===== src/inc/uci_pkg.sv =====
// Package for the UART channel register front end and interrupt logic.
// Assumes a byte-wide parallel CPU bus with a 3-bit register address.
package uci_pkg;

	// Register addresses.
	localparam logic [2:0] ADDR_DATA   = 3'h0;
	localparam logic [2:0] ADDR_MASK   = 3'h1;
	localparam logic [2:0] ADDR_IDENT  = 3'h2;

	// Mask register bit positions.
	localparam int MSK_RX_DATA   = 0;
	localparam int MSK_TX_EMPTY  = 1;
	localparam int MSK_LINE      = 2;
	localparam int MSK_MODEM     = 3;
	localparam int MSK_SLEEP     = 4;
	localparam int MSK_STOP_CHAR = 5;
	localparam int MSK_RTS_RISE  = 6;
	localparam int MSK_CTS_RISE  = 7;

	// Reset values.
	localparam logic [7:0] MASK_RESET  = 8'h00;
	localparam logic [7:0] IDENT_RESET = 8'h01;

	// Identification codes for bits 5:0 in descending priority.
	localparam logic [5:0] ID_LINE     = 6'h06;
	localparam logic [5:0] ID_TIMEOUT  = 6'h0c;
	localparam logic [5:0] ID_RX_DATA  = 6'h04;
	localparam logic [5:0] ID_TX_EMPTY = 6'h02;
	localparam logic [5:0] ID_MODEM    = 6'h00;
	localparam logic [5:0] ID_STOP     = 6'h10;
	localparam logic [5:0] ID_FLOW     = 6'h20;
	localparam logic [5:0] ID_NONE     = 6'h01;

	// Number of interrupt sources.
	localparam int NUM_SRC = 7;

	// Index of each source in the pending vector, highest priority first.
	localparam int SRC_LINE    = 0;
	localparam int SRC_TIMEOUT = 1;
	localparam int SRC_RX_DATA = 2;
	localparam int SRC_TX      = 3;
	localparam int SRC_MODEM   = 4;
	localparam int SRC_STOP    = 5;
	localparam int SRC_FLOW    = 6;

	// Host bus access.
	typedef struct packed {
		logic       rd;
		logic       wr;
		logic [2:0] addr;
		logic [7:0] wdata;
	} uci_bus_t;

	// Raw event and level inputs from the channel logic.
	typedef struct packed {
		logic line_err;
		logic rx_timeout;
		logic rx_data;
		logic tx_empty_evt;
		logic modem_chg;
		logic stop_char;
		logic cts_rise;
		logic rts_rise;
		logic modem_read;
	} uci_src_t;

endpackage : uci_pkg


===== src/hw/uci_flag.sv =====
// Sticky flag cell: set by a hardware event, cleared by an access.
// Assumes set and clear are single-cycle pulses in the clk_i domain.
`timescale 1ns/10ps
module uci_flag (
	input  wire logic clk_i,
	input  wire logic rst_i,
	input  wire logic set_i,
	input  wire logic clr_i,
	output logic      flag_o
);
	logic flag_q;
	logic flag_d;

	// Set wins over a clear arriving in the same cycle.
	assign flag_d = set_i | (flag_q & ~clr_i);
	assign flag_o = flag_q;

	// Flag storage.
	always_ff @(posedge clk_i) begin
		if (rst_i) begin
			flag_q <= 1'b0;
		end else begin
			flag_q <= flag_d;
		end
	end
endmodule : uci_flag


===== src/hw/uci_top.sv =====
// Register front end and prioritised interrupt logic of one UART channel.
// Assumes receive/transmit FIFOs, line and modem status sit outside and drive
// the source inputs; the host bus is synchronous to clk_i.
`timescale 1ns/10ps

// What this block does
// - Host write to data address pushes the byte toward the transmitter.
// - Reset leaves the receive and transmit data registers untouched.
// - Mask bit set unmasks its source; clear masks it.
// - Masked sources neither show in identification nor raise the interrupt, except a CTS or RTS rise flagged before its mask bit was cleared.
// - Mask bit 7 enables CTS rise interrupt only with enhanced enable.
// - Mask bit 6 enables RTS rise interrupt only with enhanced enable.
// - Mask bit 5 enables stop character interrupt only with enhanced enable.
// - Mask bit 4 selects sleep mode only with enhanced enable.
// - Mask bit 3 enables modem status change interrupt.
// - Mask bit 2 enables line status error interrupt.
// - Mask bit 1 enables transmit empty interrupt.
// - Mask bit 0 enables data available and receive timeout interrupts.
// - Pending sources are ranked; only the highest is reported.
// - Identification read freezes the reported indication during the read.
// - Events during that read are recorded but not shown until it ends, except a stop character or CTS or RTS rise, which that end clears.
// - Identification bits 7:6 mirror FIFO enable as 11 or 00.
// - Identification bit 5 reports a CTS or RTS rise.
// - Identification bit 4 reports a stop or special character match.
// - Identification bits 3:1 carry the source code, reset 000.
// - Identification bit 0 is one when nothing is pending.
// - Reading the data address returns the next received byte.
// - Source codes follow the fixed seven-level priority table.
// - Transmit empty clears on an identification read that reported it or on a data write; modem on modem read.
// - Receive timeout clears when the receive data is read.
module uci_top (
	input  wire logic              clk_i,
	input  wire logic              rst_i,
	input  wire uci_pkg::uci_bus_t bus_i,
	output logic [7:0]             rdata_o,
	input  wire logic [7:0]        rx_byte_i,
	output logic                   rx_pop_o,
	output logic [7:0]             tx_byte_o,
	output logic                   tx_push_o,
	input  wire uci_pkg::uci_src_t src_i,
	input  wire logic              enh_en_i,
	input  wire logic              fifo_en_i,
	output logic                   sleep_o,
	output logic                   channel_irq_out_o
);

	logic [7:0] mask_q;
	logic [7:0] mask_d;
	logic [7:0] tx_q;
	logic [7:0] rx_q;
	logic [7:0] ident_q;
	logic       rd_ident_q;
	logic       tx_push_q;
	logic [7:0] rdata_q;

	// Bus decode.
	wire rd_data  = bus_i.rd & (bus_i.addr == uci_pkg::ADDR_DATA);
	wire wr_data  = bus_i.wr & (bus_i.addr == uci_pkg::ADDR_DATA);
	wire rd_mask  = bus_i.rd & (bus_i.addr == uci_pkg::ADDR_MASK);
	wire wr_mask  = bus_i.wr & (bus_i.addr == uci_pkg::ADDR_MASK);
	wire rd_ident = bus_i.rd & (bus_i.addr == uci_pkg::ADDR_IDENT);
	// Read end marks completion of an identification read.
	wire ident_end = rd_ident_q & ~rd_ident;

	// Enhanced-only mask bits are gated by the enhanced enable.
	wire en_cts   = mask_q[uci_pkg::MSK_CTS_RISE] & enh_en_i;
	wire en_rts   = mask_q[uci_pkg::MSK_RTS_RISE] & enh_en_i;
	wire en_stop  = mask_q[uci_pkg::MSK_STOP_CHAR] & enh_en_i;
	assign sleep_o = mask_q[uci_pkg::MSK_SLEEP] & enh_en_i;

	// Sticky flags for event-type sources.
	logic tx_flag;
	logic modem_flag;
	logic stop_flag;
	logic flow_flag;

	// Transmit empty clears on a completed identification read that reported it, or on a data write.
	uci_flag u_tx (
		.clk_i  (clk_i),
		.rst_i  (rst_i),
		.set_i  (src_i.tx_empty_evt),
		.clr_i  ((ident_end & (ident_q[5:0] == uci_pkg::ID_TX_EMPTY)) | wr_data),
		.flag_o (tx_flag)
	);
	// Modem status change clears on a modem status read.
	uci_flag u_modem (
		.clk_i  (clk_i),
		.rst_i  (rst_i),
		.set_i  (src_i.modem_chg),
		.clr_i  (src_i.modem_read),
		.flag_o (modem_flag)
	);
	// Stop or special character clears on identification read.
	uci_flag u_stop (
		.clk_i  (clk_i),
		.rst_i  (rst_i),
		.set_i  (src_i.stop_char),
		.clr_i  (ident_end),
		.flag_o (stop_flag)
	);
	// CTS or RTS rise clears on identification or modem status read.
	uci_flag u_flow (
		.clk_i  (clk_i),
		.rst_i  (rst_i),
		.set_i  ((src_i.cts_rise & en_cts) | (src_i.rts_rise & en_rts)),
		.clr_i  (ident_end | src_i.modem_read),
		.flag_o (flow_flag)
	);

	// Masked pending vector, highest priority at index 0.
	logic [uci_pkg::NUM_SRC-1:0] pend;
	assign pend[uci_pkg::SRC_LINE]    = src_i.line_err & mask_q[uci_pkg::MSK_LINE];
	assign pend[uci_pkg::SRC_TIMEOUT] = src_i.rx_timeout & mask_q[uci_pkg::MSK_RX_DATA];
	assign pend[uci_pkg::SRC_RX_DATA] = src_i.rx_data & mask_q[uci_pkg::MSK_RX_DATA];
	assign pend[uci_pkg::SRC_TX]      = tx_flag & mask_q[uci_pkg::MSK_TX_EMPTY];
	assign pend[uci_pkg::SRC_MODEM]   = modem_flag & mask_q[uci_pkg::MSK_MODEM];
	assign pend[uci_pkg::SRC_STOP]    = stop_flag & en_stop;
	assign pend[uci_pkg::SRC_FLOW]    = flow_flag;

	// Priority encoder for the source code.
	logic [5:0] code;
	assign code = pend[uci_pkg::SRC_LINE]    ? uci_pkg::ID_LINE :
	              pend[uci_pkg::SRC_TIMEOUT] ? uci_pkg::ID_TIMEOUT :
	              pend[uci_pkg::SRC_RX_DATA] ? uci_pkg::ID_RX_DATA :
	              pend[uci_pkg::SRC_TX]      ? uci_pkg::ID_TX_EMPTY :
	              pend[uci_pkg::SRC_MODEM]   ? uci_pkg::ID_MODEM :
	              pend[uci_pkg::SRC_STOP]    ? uci_pkg::ID_STOP :
	              pend[uci_pkg::SRC_FLOW]    ? uci_pkg::ID_FLOW :
	                                           uci_pkg::ID_NONE;

	// Live identification value with FIFO-enable mirror.
	wire [7:0] ident_live = {{2{fifo_en_i}}, code};

	// Mask register write.
	assign mask_d = wr_mask ? bus_i.wdata : mask_q;

	// Control state with reset.
	always_ff @(posedge clk_i) begin
		if (rst_i) begin
			mask_q     <= uci_pkg::MASK_RESET;
			ident_q    <= uci_pkg::IDENT_RESET;
			rd_ident_q <= 1'b0;
			tx_push_q  <= 1'b0;
		end else begin
			mask_q     <= mask_d;
			rd_ident_q <= rd_ident;
			tx_push_q  <= wr_data;
			// Capture the value shown on the first read cycle and hold it until the read ends.
			if (!rd_ident_q) begin
				ident_q <= ident_live;
			end
		end
	end

	// Data registers are not touched by reset.
	always_ff @(posedge clk_i) begin
		if (wr_data) begin
			tx_q <= bus_i.wdata;
		end
		if (rd_data) begin
			rx_q <= rx_byte_i;
		end
	end

	// Read data mux; identification shows the frozen value.
	logic [7:0] rsel;
	assign rsel = rd_data  ? rx_byte_i :
	              rd_mask  ? mask_q :
	              rd_ident ? (rd_ident_q ? ident_q : ident_live) :
	                         8'h00;

	// Registered read data.
	always_ff @(posedge clk_i) begin
		if (rst_i) begin
			rdata_q <= 8'h00;
		end else if (bus_i.rd) begin
			rdata_q <= rsel;
		end
	end

	assign rdata_o           = rdata_q;
	assign tx_byte_o         = tx_q;
	assign tx_push_o         = tx_push_q;
	assign rx_pop_o          = rd_data;
	assign channel_irq_out_o = |pend;

	// Assertions.
	property p_irq_tracks;
		@(posedge clk_i) disable iff (rst_i) (pend == '0) |-> !channel_irq_out_o;
	endproperty
	a_irq_tracks: assert property (p_irq_tracks) else $error("irq high with nothing pending");

	property p_freeze;
		@(posedge clk_i) disable iff (rst_i) (rd_ident && $past(rd_ident)) |=> $stable(ident_q);
	endproperty
	a_freeze: assert property (p_freeze) else $error("indication changed during read");

	property p_push;
		@(posedge clk_i) disable iff (rst_i) wr_data |=> (tx_push_o && tx_byte_o == $past(bus_i.wdata));
	endproperty
	a_push: assert property (p_push) else $error("transmit byte not pushed");

	property p_mask_wr;
		@(posedge clk_i) disable iff (rst_i) wr_mask |=> mask_q == $past(bus_i.wdata);
	endproperty
	a_mask_wr: assert property (p_mask_wr) else $error("mask write lost");

	property p_line_top;
		@(posedge clk_i) disable iff (rst_i) pend[0] |-> code == uci_pkg::ID_LINE;
	endproperty
	a_line_top: assert property (p_line_top) else $error("line status not top priority");

	property p_none;
		@(posedge clk_i) disable iff (rst_i) (pend == '0) |-> ident_live[0];
	endproperty
	a_none: assert property (p_none) else $error("bit 0 low with nothing pending");

	property p_fifo_bits;
		@(posedge clk_i) disable iff (rst_i) ident_live[7:6] == {2{fifo_en_i}};
	endproperty
	a_fifo_bits: assert property (p_fifo_bits) else $error("fifo bits do not mirror");

	property p_sleep;
		@(posedge clk_i) disable iff (rst_i) !enh_en_i |-> !sleep_o;
	endproperty
	a_sleep: assert property (p_sleep) else $error("sleep without enhanced enable");

	property p_tx_clear;
		@(posedge clk_i) disable iff (rst_i) (wr_data && !src_i.tx_empty_evt) |=> !tx_flag;
	endproperty
	a_tx_clear: assert property (p_tx_clear) else $error("tx empty not cleared by write");

endmodule : uci_top


===== config.mk =====
export PLATFORM = sky130hd
export DESIGN_NAME = uci_top
export DESIGN_NICKNAME = d
export VERILOG_FILES = /design/src/inc/uci_pkg.sv /design/src/hw/uci_flag.sv /design/src/hw/uci_top.sv
export SDC_FILE = /design/constraint.sdc
export NUM_CORES = 1
export LEC_CHECK = 0
export CAP_MARGIN = 10
export CORE_MARGIN = 2
export CORE_UTILIZATION = 55
export CTS_BUF_LIST = sky130_fd_sc_hd__clkbuf_16
export DETAILED_ROUTE_END_ITERATION = 8
export DONT_BUFFER_PORTS = 1
export MAX_ROUTING_LAYER = met4
export PLACE_DENSITY = 0.78
export SKIP_CTS_REPAIR_TIMING = 1
export SYNTH_ARGS = -nofsm -noshare
export SYNTH_HDL_FRONTEND = slang
export SYNTH_SLANG_ARGS = --single-unit

===== constraint.sdc =====
create_clock -name clk_i -period 1.2 [get_ports clk_i]
set_input_delay 0.06 -clock clk_i [delete_from_list [all_inputs] [get_ports clk_i]]
set_output_delay 0.06 -clock clk_i [all_outputs]
set_load 0.02 [all_outputs]

* Word level (Yosys, flattened, before mapping) *
Cells that the tools add are included.

cells by class
  divide/modulo/power cells = 0
  order comparisons = 0
  add/subtract/negate cells = 0
  bitwise gates (word level) = 35
  shift operators = 0
  muxes and demuxes = 11
  $mul = 0
  equal/unequal tests = 3
  reductions and logical operators = 2

operators with widths
  operator              count
  $mux W6               7
  $mux W8               4
  $and A1 B1 Y1         23
  $or A1 B1 Y1          7
  $reduce_or A7 Y1      1
  $eq A6 B2 Y1 const B  1
  $not A1 Y1            5
  $eq A3 B1 Y1 const B  1
  $eq A3 B2 Y1 const B  1
  $logic_not A3 Y1      1

storage, ports and cells
  word-level logic and storage cells = 61
  RAM bits = 0
  memories = 0
  bits in read-only memories = 0
  output and inout port bits = 20
  register bits after elaboration = 38
  latch bits = 0

* Depth between registers and ports, before layout *
  word-level depth = 12
  depth in mapped cells = 6
  gate-level depth less buffers = 4

* Hierarchy *
From an unflattened synthesis, not the netlist that was laid out.

second synthesis, totals
  cells, all modules = 174
  area, all modules = 1,674.1 µm²

modules (own cells, without submodules)
  module    cells each  seq. area each (µm²)  area an instance (µm²)  instances
  uci_top   158         760.7                 1,519.0                 1
  uci_flag  4           20.0                  38.8                    4

* Worst setup path after synthesis *
Ideal clock, no wire load.

  kind = input-to-reg
  from = input port bus_i[8] in the netlist's numbering
  to = register tx_q[0] (netlist: tx_byte_o[0]) (enable)
  cell stages on the path = 3
  data arrival time = 0.957 ns
  buffers on the path = 1
  setup slack = -0.081 ns
  cells stage by stage = buf_2 or4b_1 inv_1

between the ends
  word-level cells in the longest chain between the ends = 2

ends and longest elaborated chain
  what                    RTL line        text
  start: declaration      uci_top.sv:34   input wire uci_pkg::uci_bus_t bus_i,
  $logic_not A3 Y1        uci_top.sv:58   wire wr_data = bus_i.wr & (bus_i.addr == uci_pkg::ADDR_DATA);
  $and A1 B1 Y1           uci_top.sv:58
  via wr_data             uci_top.sv:58
  end signal: assignment  uci_top.sv:158  tx_q <= bus_i.wdata;
  end: declaration        uci_top.sv:49   logic [7:0] tx_q;

The timed path passes the listed nets, and every way through them passes these cells.
A chain may end at the register's enable or synchronous reset.

* Final worst setup path *
  from = register mask_q[3]
  to = register rdata_q[5] (netlist: rdata_o[5])

between the ends
  word-level cells in the longest chain between the ends = 10

ends and longest elaborated chain
  what                      RTL line        text
  start: declaration        uci_top.sv:47   logic [7:0] mask_q;
  start signal: assignment  uci_top.sv:140  mask_q <= uci_pkg::MASK_RESET;
  start signal: assignment  uci_top.sv:145  mask_q <= mask_d;
  $and A1 B1 Y1             uci_top.sv:116  assign pend[uci_pkg::SRC_MODEM] = modem_flag & mask_q[uci_pkg::MSK_MODEM];
  $mux W6                   uci_top.sv:126  pend[uci_pkg::SRC_MODEM] ? uci_pkg::ID_MODEM :
  $mux W6                   uci_top.sv:125  pend[uci_pkg::SRC_TX] ? uci_pkg::ID_TX_EMPTY :
  $mux W6                   uci_top.sv:124  pend[uci_pkg::SRC_RX_DATA] ? uci_pkg::ID_RX_DATA :
  $mux W6                   uci_top.sv:123  pend[uci_pkg::SRC_TIMEOUT] ? uci_pkg::ID_TIMEOUT :
  $mux W6                   uci_top.sv:122  assign code = pend[uci_pkg::SRC_LINE] ? uci_pkg::ID_LINE :
  $mux W8                   --
  $mux W8                   uci_top.sv:169  rd_ident ? (rd_ident_q ? ident_q : ident_live) :
  $mux W8                   uci_top.sv:168  rd_mask ? mask_q :
  $mux W8                   uci_top.sv:167  assign rsel = rd_data ? rx_byte_i :
  end signal: assignment    uci_top.sv:177  rdata_q <= rsel;
  end: declaration          uci_top.sv:54   logic [7:0] rdata_q;

Every way passes these cells.

==> summary.md <==
| Metric | Value |
|---|---|
| DP Wirelength | 2.86 mm |
| Synth top area share | 0.374 |
| Residual DRC | 0 |
| Total Wirelength | 4.58 mm |
| Final GP Congestion | 0.990 |
| EDFF count, synth | 8 |
| CP Capture Type | flip-flop |
| Pins Over Slew Limit | 0 |
| Violated checks | negative hold slack, negative setup slack |
| Antenna violations before repair | 0 |
| Fmax | 700 MHz |
| Pin count of the biggest net entering global routing | 31 |
| Final Hold Violating Endpoints | 25 |
| Global route total overflow | 0 |
| Pleak | 0.000781 µW |
| Initial DRC Count | 83 |
| Dominant cells by area after synthesis | dfxtp_1, edfxtp_1, nor2_1 |
| Die height | 58.0 µm |
| Post-Synthesis Net Count | 202 |
| Critical path's top delay family | simple AND/OR/NAND/NOR gates |
| Total power | 3030 µW |
| Mapped Cells | 168 |
| Crit-path max cell delay | 0.41 ns |
| Hold WS | -0.161 ns |
| Wire per inst | 20.2 µm |
| CP max FO | 3 |
| Avg Inst Size Synth | 9.55 µm² |
| Via Count | 1467 |
| Avg Vias per Cell | 6.46 |
| Hold/Removal Path Class | in -> reg |
| Slew margin rel. | 0.693 |
| # diodes | 0 |
| Area of the core | 2760 µm² |
| Crit share post-route | 1.19 |
| Met3 WL | 467 µm |
| Most numerous cell in the Yosys netlist | dfxtp_1 |
| RSZ-0062 raised after global routing | yes |
| Crit start category | flip-flop |
| Total Nets Final | 229 |
| Layout area overhead | 30.8% |
| Fin cells | 227 |
| Warnings, synthesis | 0 |
| Pwr Density | 1440 nW/µm² |
| Most instantiated cells after synthesis | dfxtp_1, nor2_1, a21oi_1 |
| Share of layout cells above drive strength 1 | 0.214 |
| Synth area leader | dfxtp_1 |
| #FFs+latches synth | 38 |
| RR Startpoint | mask_q[3]$_SDFFE_PP0P_ |
| Die W | 58.0 µm |
| CTS tree | yes |
| WL met1 | 1.67 mm |
| Synth async-reset ratio | 0 |
| Max clock buf depth | 2 |
| Critical Path AT | 1.63 ns |
| PortBufs | 0 |
| Clock Sinks | 38 |
| Worst path cell trace | a22oi_2 -> nand4_1 -> or3_4 -> a41oi_2 |
| Status | finished with violations |
| DR top layer | met4 |
| Final setup fails | 5 |
| Placed cells | 203 |
| Cts bufs inserted | 5 |
| DRT Pass-1 Iters | 5 |
| Main synth FF type | dfxtp_1 |
| Worst setup margin | -0.229 ns |
| IO Pins | 54 |
| Worst path required time | 1.40 ns |
| Filler cells | 191 |
| CP Launch Point | mask_q[3]$_SDFFE_PP0P_ |
| Post-Synthesis Cell Area | 1600 µm² |
| Peak VDD IR | 1.33 mV |
| Max-cap violations | 0 |
| GRT Overall Usage | 0.265 |
| Minimum clock period | 1.43 ns |
| Post-route setup TNS | -0.727 ns |
| Detail Route Antenna Nets | 0 |
| Pre-CTS setup slack | -0.122 ns |
| Register area share after synthesis | 0.524 |
| Critical-path top delay cell | or3_4 |
| CTS H-tree depth | 2 |
| First-pass GRT wire length | 6.33 mm |
| Vias in the first global route | 1398 |
| Setup CP Type | reg -> reg |
| Skew-Pair Late Insertion Delay | 0.28 ns |
| Clock skew | 0.00441 ns |
| Slew @ Worst Pin | 0.456 ns |
| CP bufs+invs | 0 |
| Hold_sp | rst_i |
| Worst-path clk slew | 0.05 ns |
| WL met2 | 2.27 mm |
| Die area | 3360 µm² |
| Starting Density | 0.582 |
| Root Driver | clkbuf_16 |
| Synth cell types | 43 |
| Row cnt | 19 |
==> power breakdown <==
part	internal, µW	switching, µW
Clock	970	480
Sequential	1340	40.5
Combinational	108	89.2
Total	2420	610
==> worst reg2reg max path: cells and delay by family (launching register included) <==
family / cells / cell delay (ns)
and+or+nand+nor: 2 / 0.61
AOI/OAI and AO/OA: 2 / 0.42
DFF: 1 / 0.32
==> per-layer routing <==
layer / track usage / vias up
met5: - / -
met4: 0.140 / 0
met3: 0.103 / 24
met2: 0.416 / 91
met1: 0.290 / 674
li1: - / 678
==> cell type report <==
cell class	count	area (µm²)	area share
clock buffers	5	125	0.0596
clock inverters	3	40.0	0.0191
inverters	6	22.5	0.0107
multi-input cells	114	763	0.364
flip-flops and latches	38	846	0.403
well taps	31	38.8	0.0185
repair buffers	30	263	0.125
==> layout by cell type, fill, tap and decap left out, drive strengths merged, types with 2 or more instances in the layout <==
master,count
dfxtp,30
nor2,27
buf,18
a21oi,14
dlygate4sd3,12
nand2,11
mux2i,10
edfxtp,8
inv,6
clkbuf,5
o21ai,4
nand3,3
nand4,3
nand3b,3
a31oi,3
or3,3
nor3,2
nor4,2
o21bai,2
a22o,2
a222oi,2
clkinv,2
a22oi,2
nand2b,2
==> through the flow <==
stage | cell area, µm² | util
after floorplan | 1610 | -
after global placement | 1710 | 0.622
after detailed placement | 1710 | 0.622
after CTS | 1880 | 0.681
after global routing | 2100 | 0.761
final | 2100 | 0.761
==> worst paths after layout <==
path	slack, ns	to	cells after the start
worst max-delay path	-0.23	rdata_o[5]$_SDFFE_PP0P_	4
worst max register to register	-0.23	rdata_o[5]$_SDFFE_PP0P_	4
worst min-delay path	-0.16	ident_q[5]$_SDFF_PP0_	1
worst min register to register	0.50	rdata_o[3]$_SDFFE_PP0P_	2
==> sequential cells by signal, indices dropped and copies added, names as in the netlist <==
register	count
rd_ident_q	1
u_flow.flag_o	1
rdata_o	8
u_tx.flag_o	1
ident_q	8
tx_byte_o	8
mask_q	8
u_stop.flag_o	1
tx_push_o	1
u_modem.flag_o	1
==> cells by family (layout without fill, tap and decap cells) <==
| logic type | Yosys count | count (layout) | synth area share |
|---|---|---|---|
| simple gates | 65 | 65 | 0.207 |
| compound gates | 39 | 39 | 0.165 |
| flops | 38 | 38 | 0.524 |
| buf+inv | 16 | 44 | 0.0413 |
| mux | 10 | 10 | 0.0624 |
(Power assumes the default switching activity.)
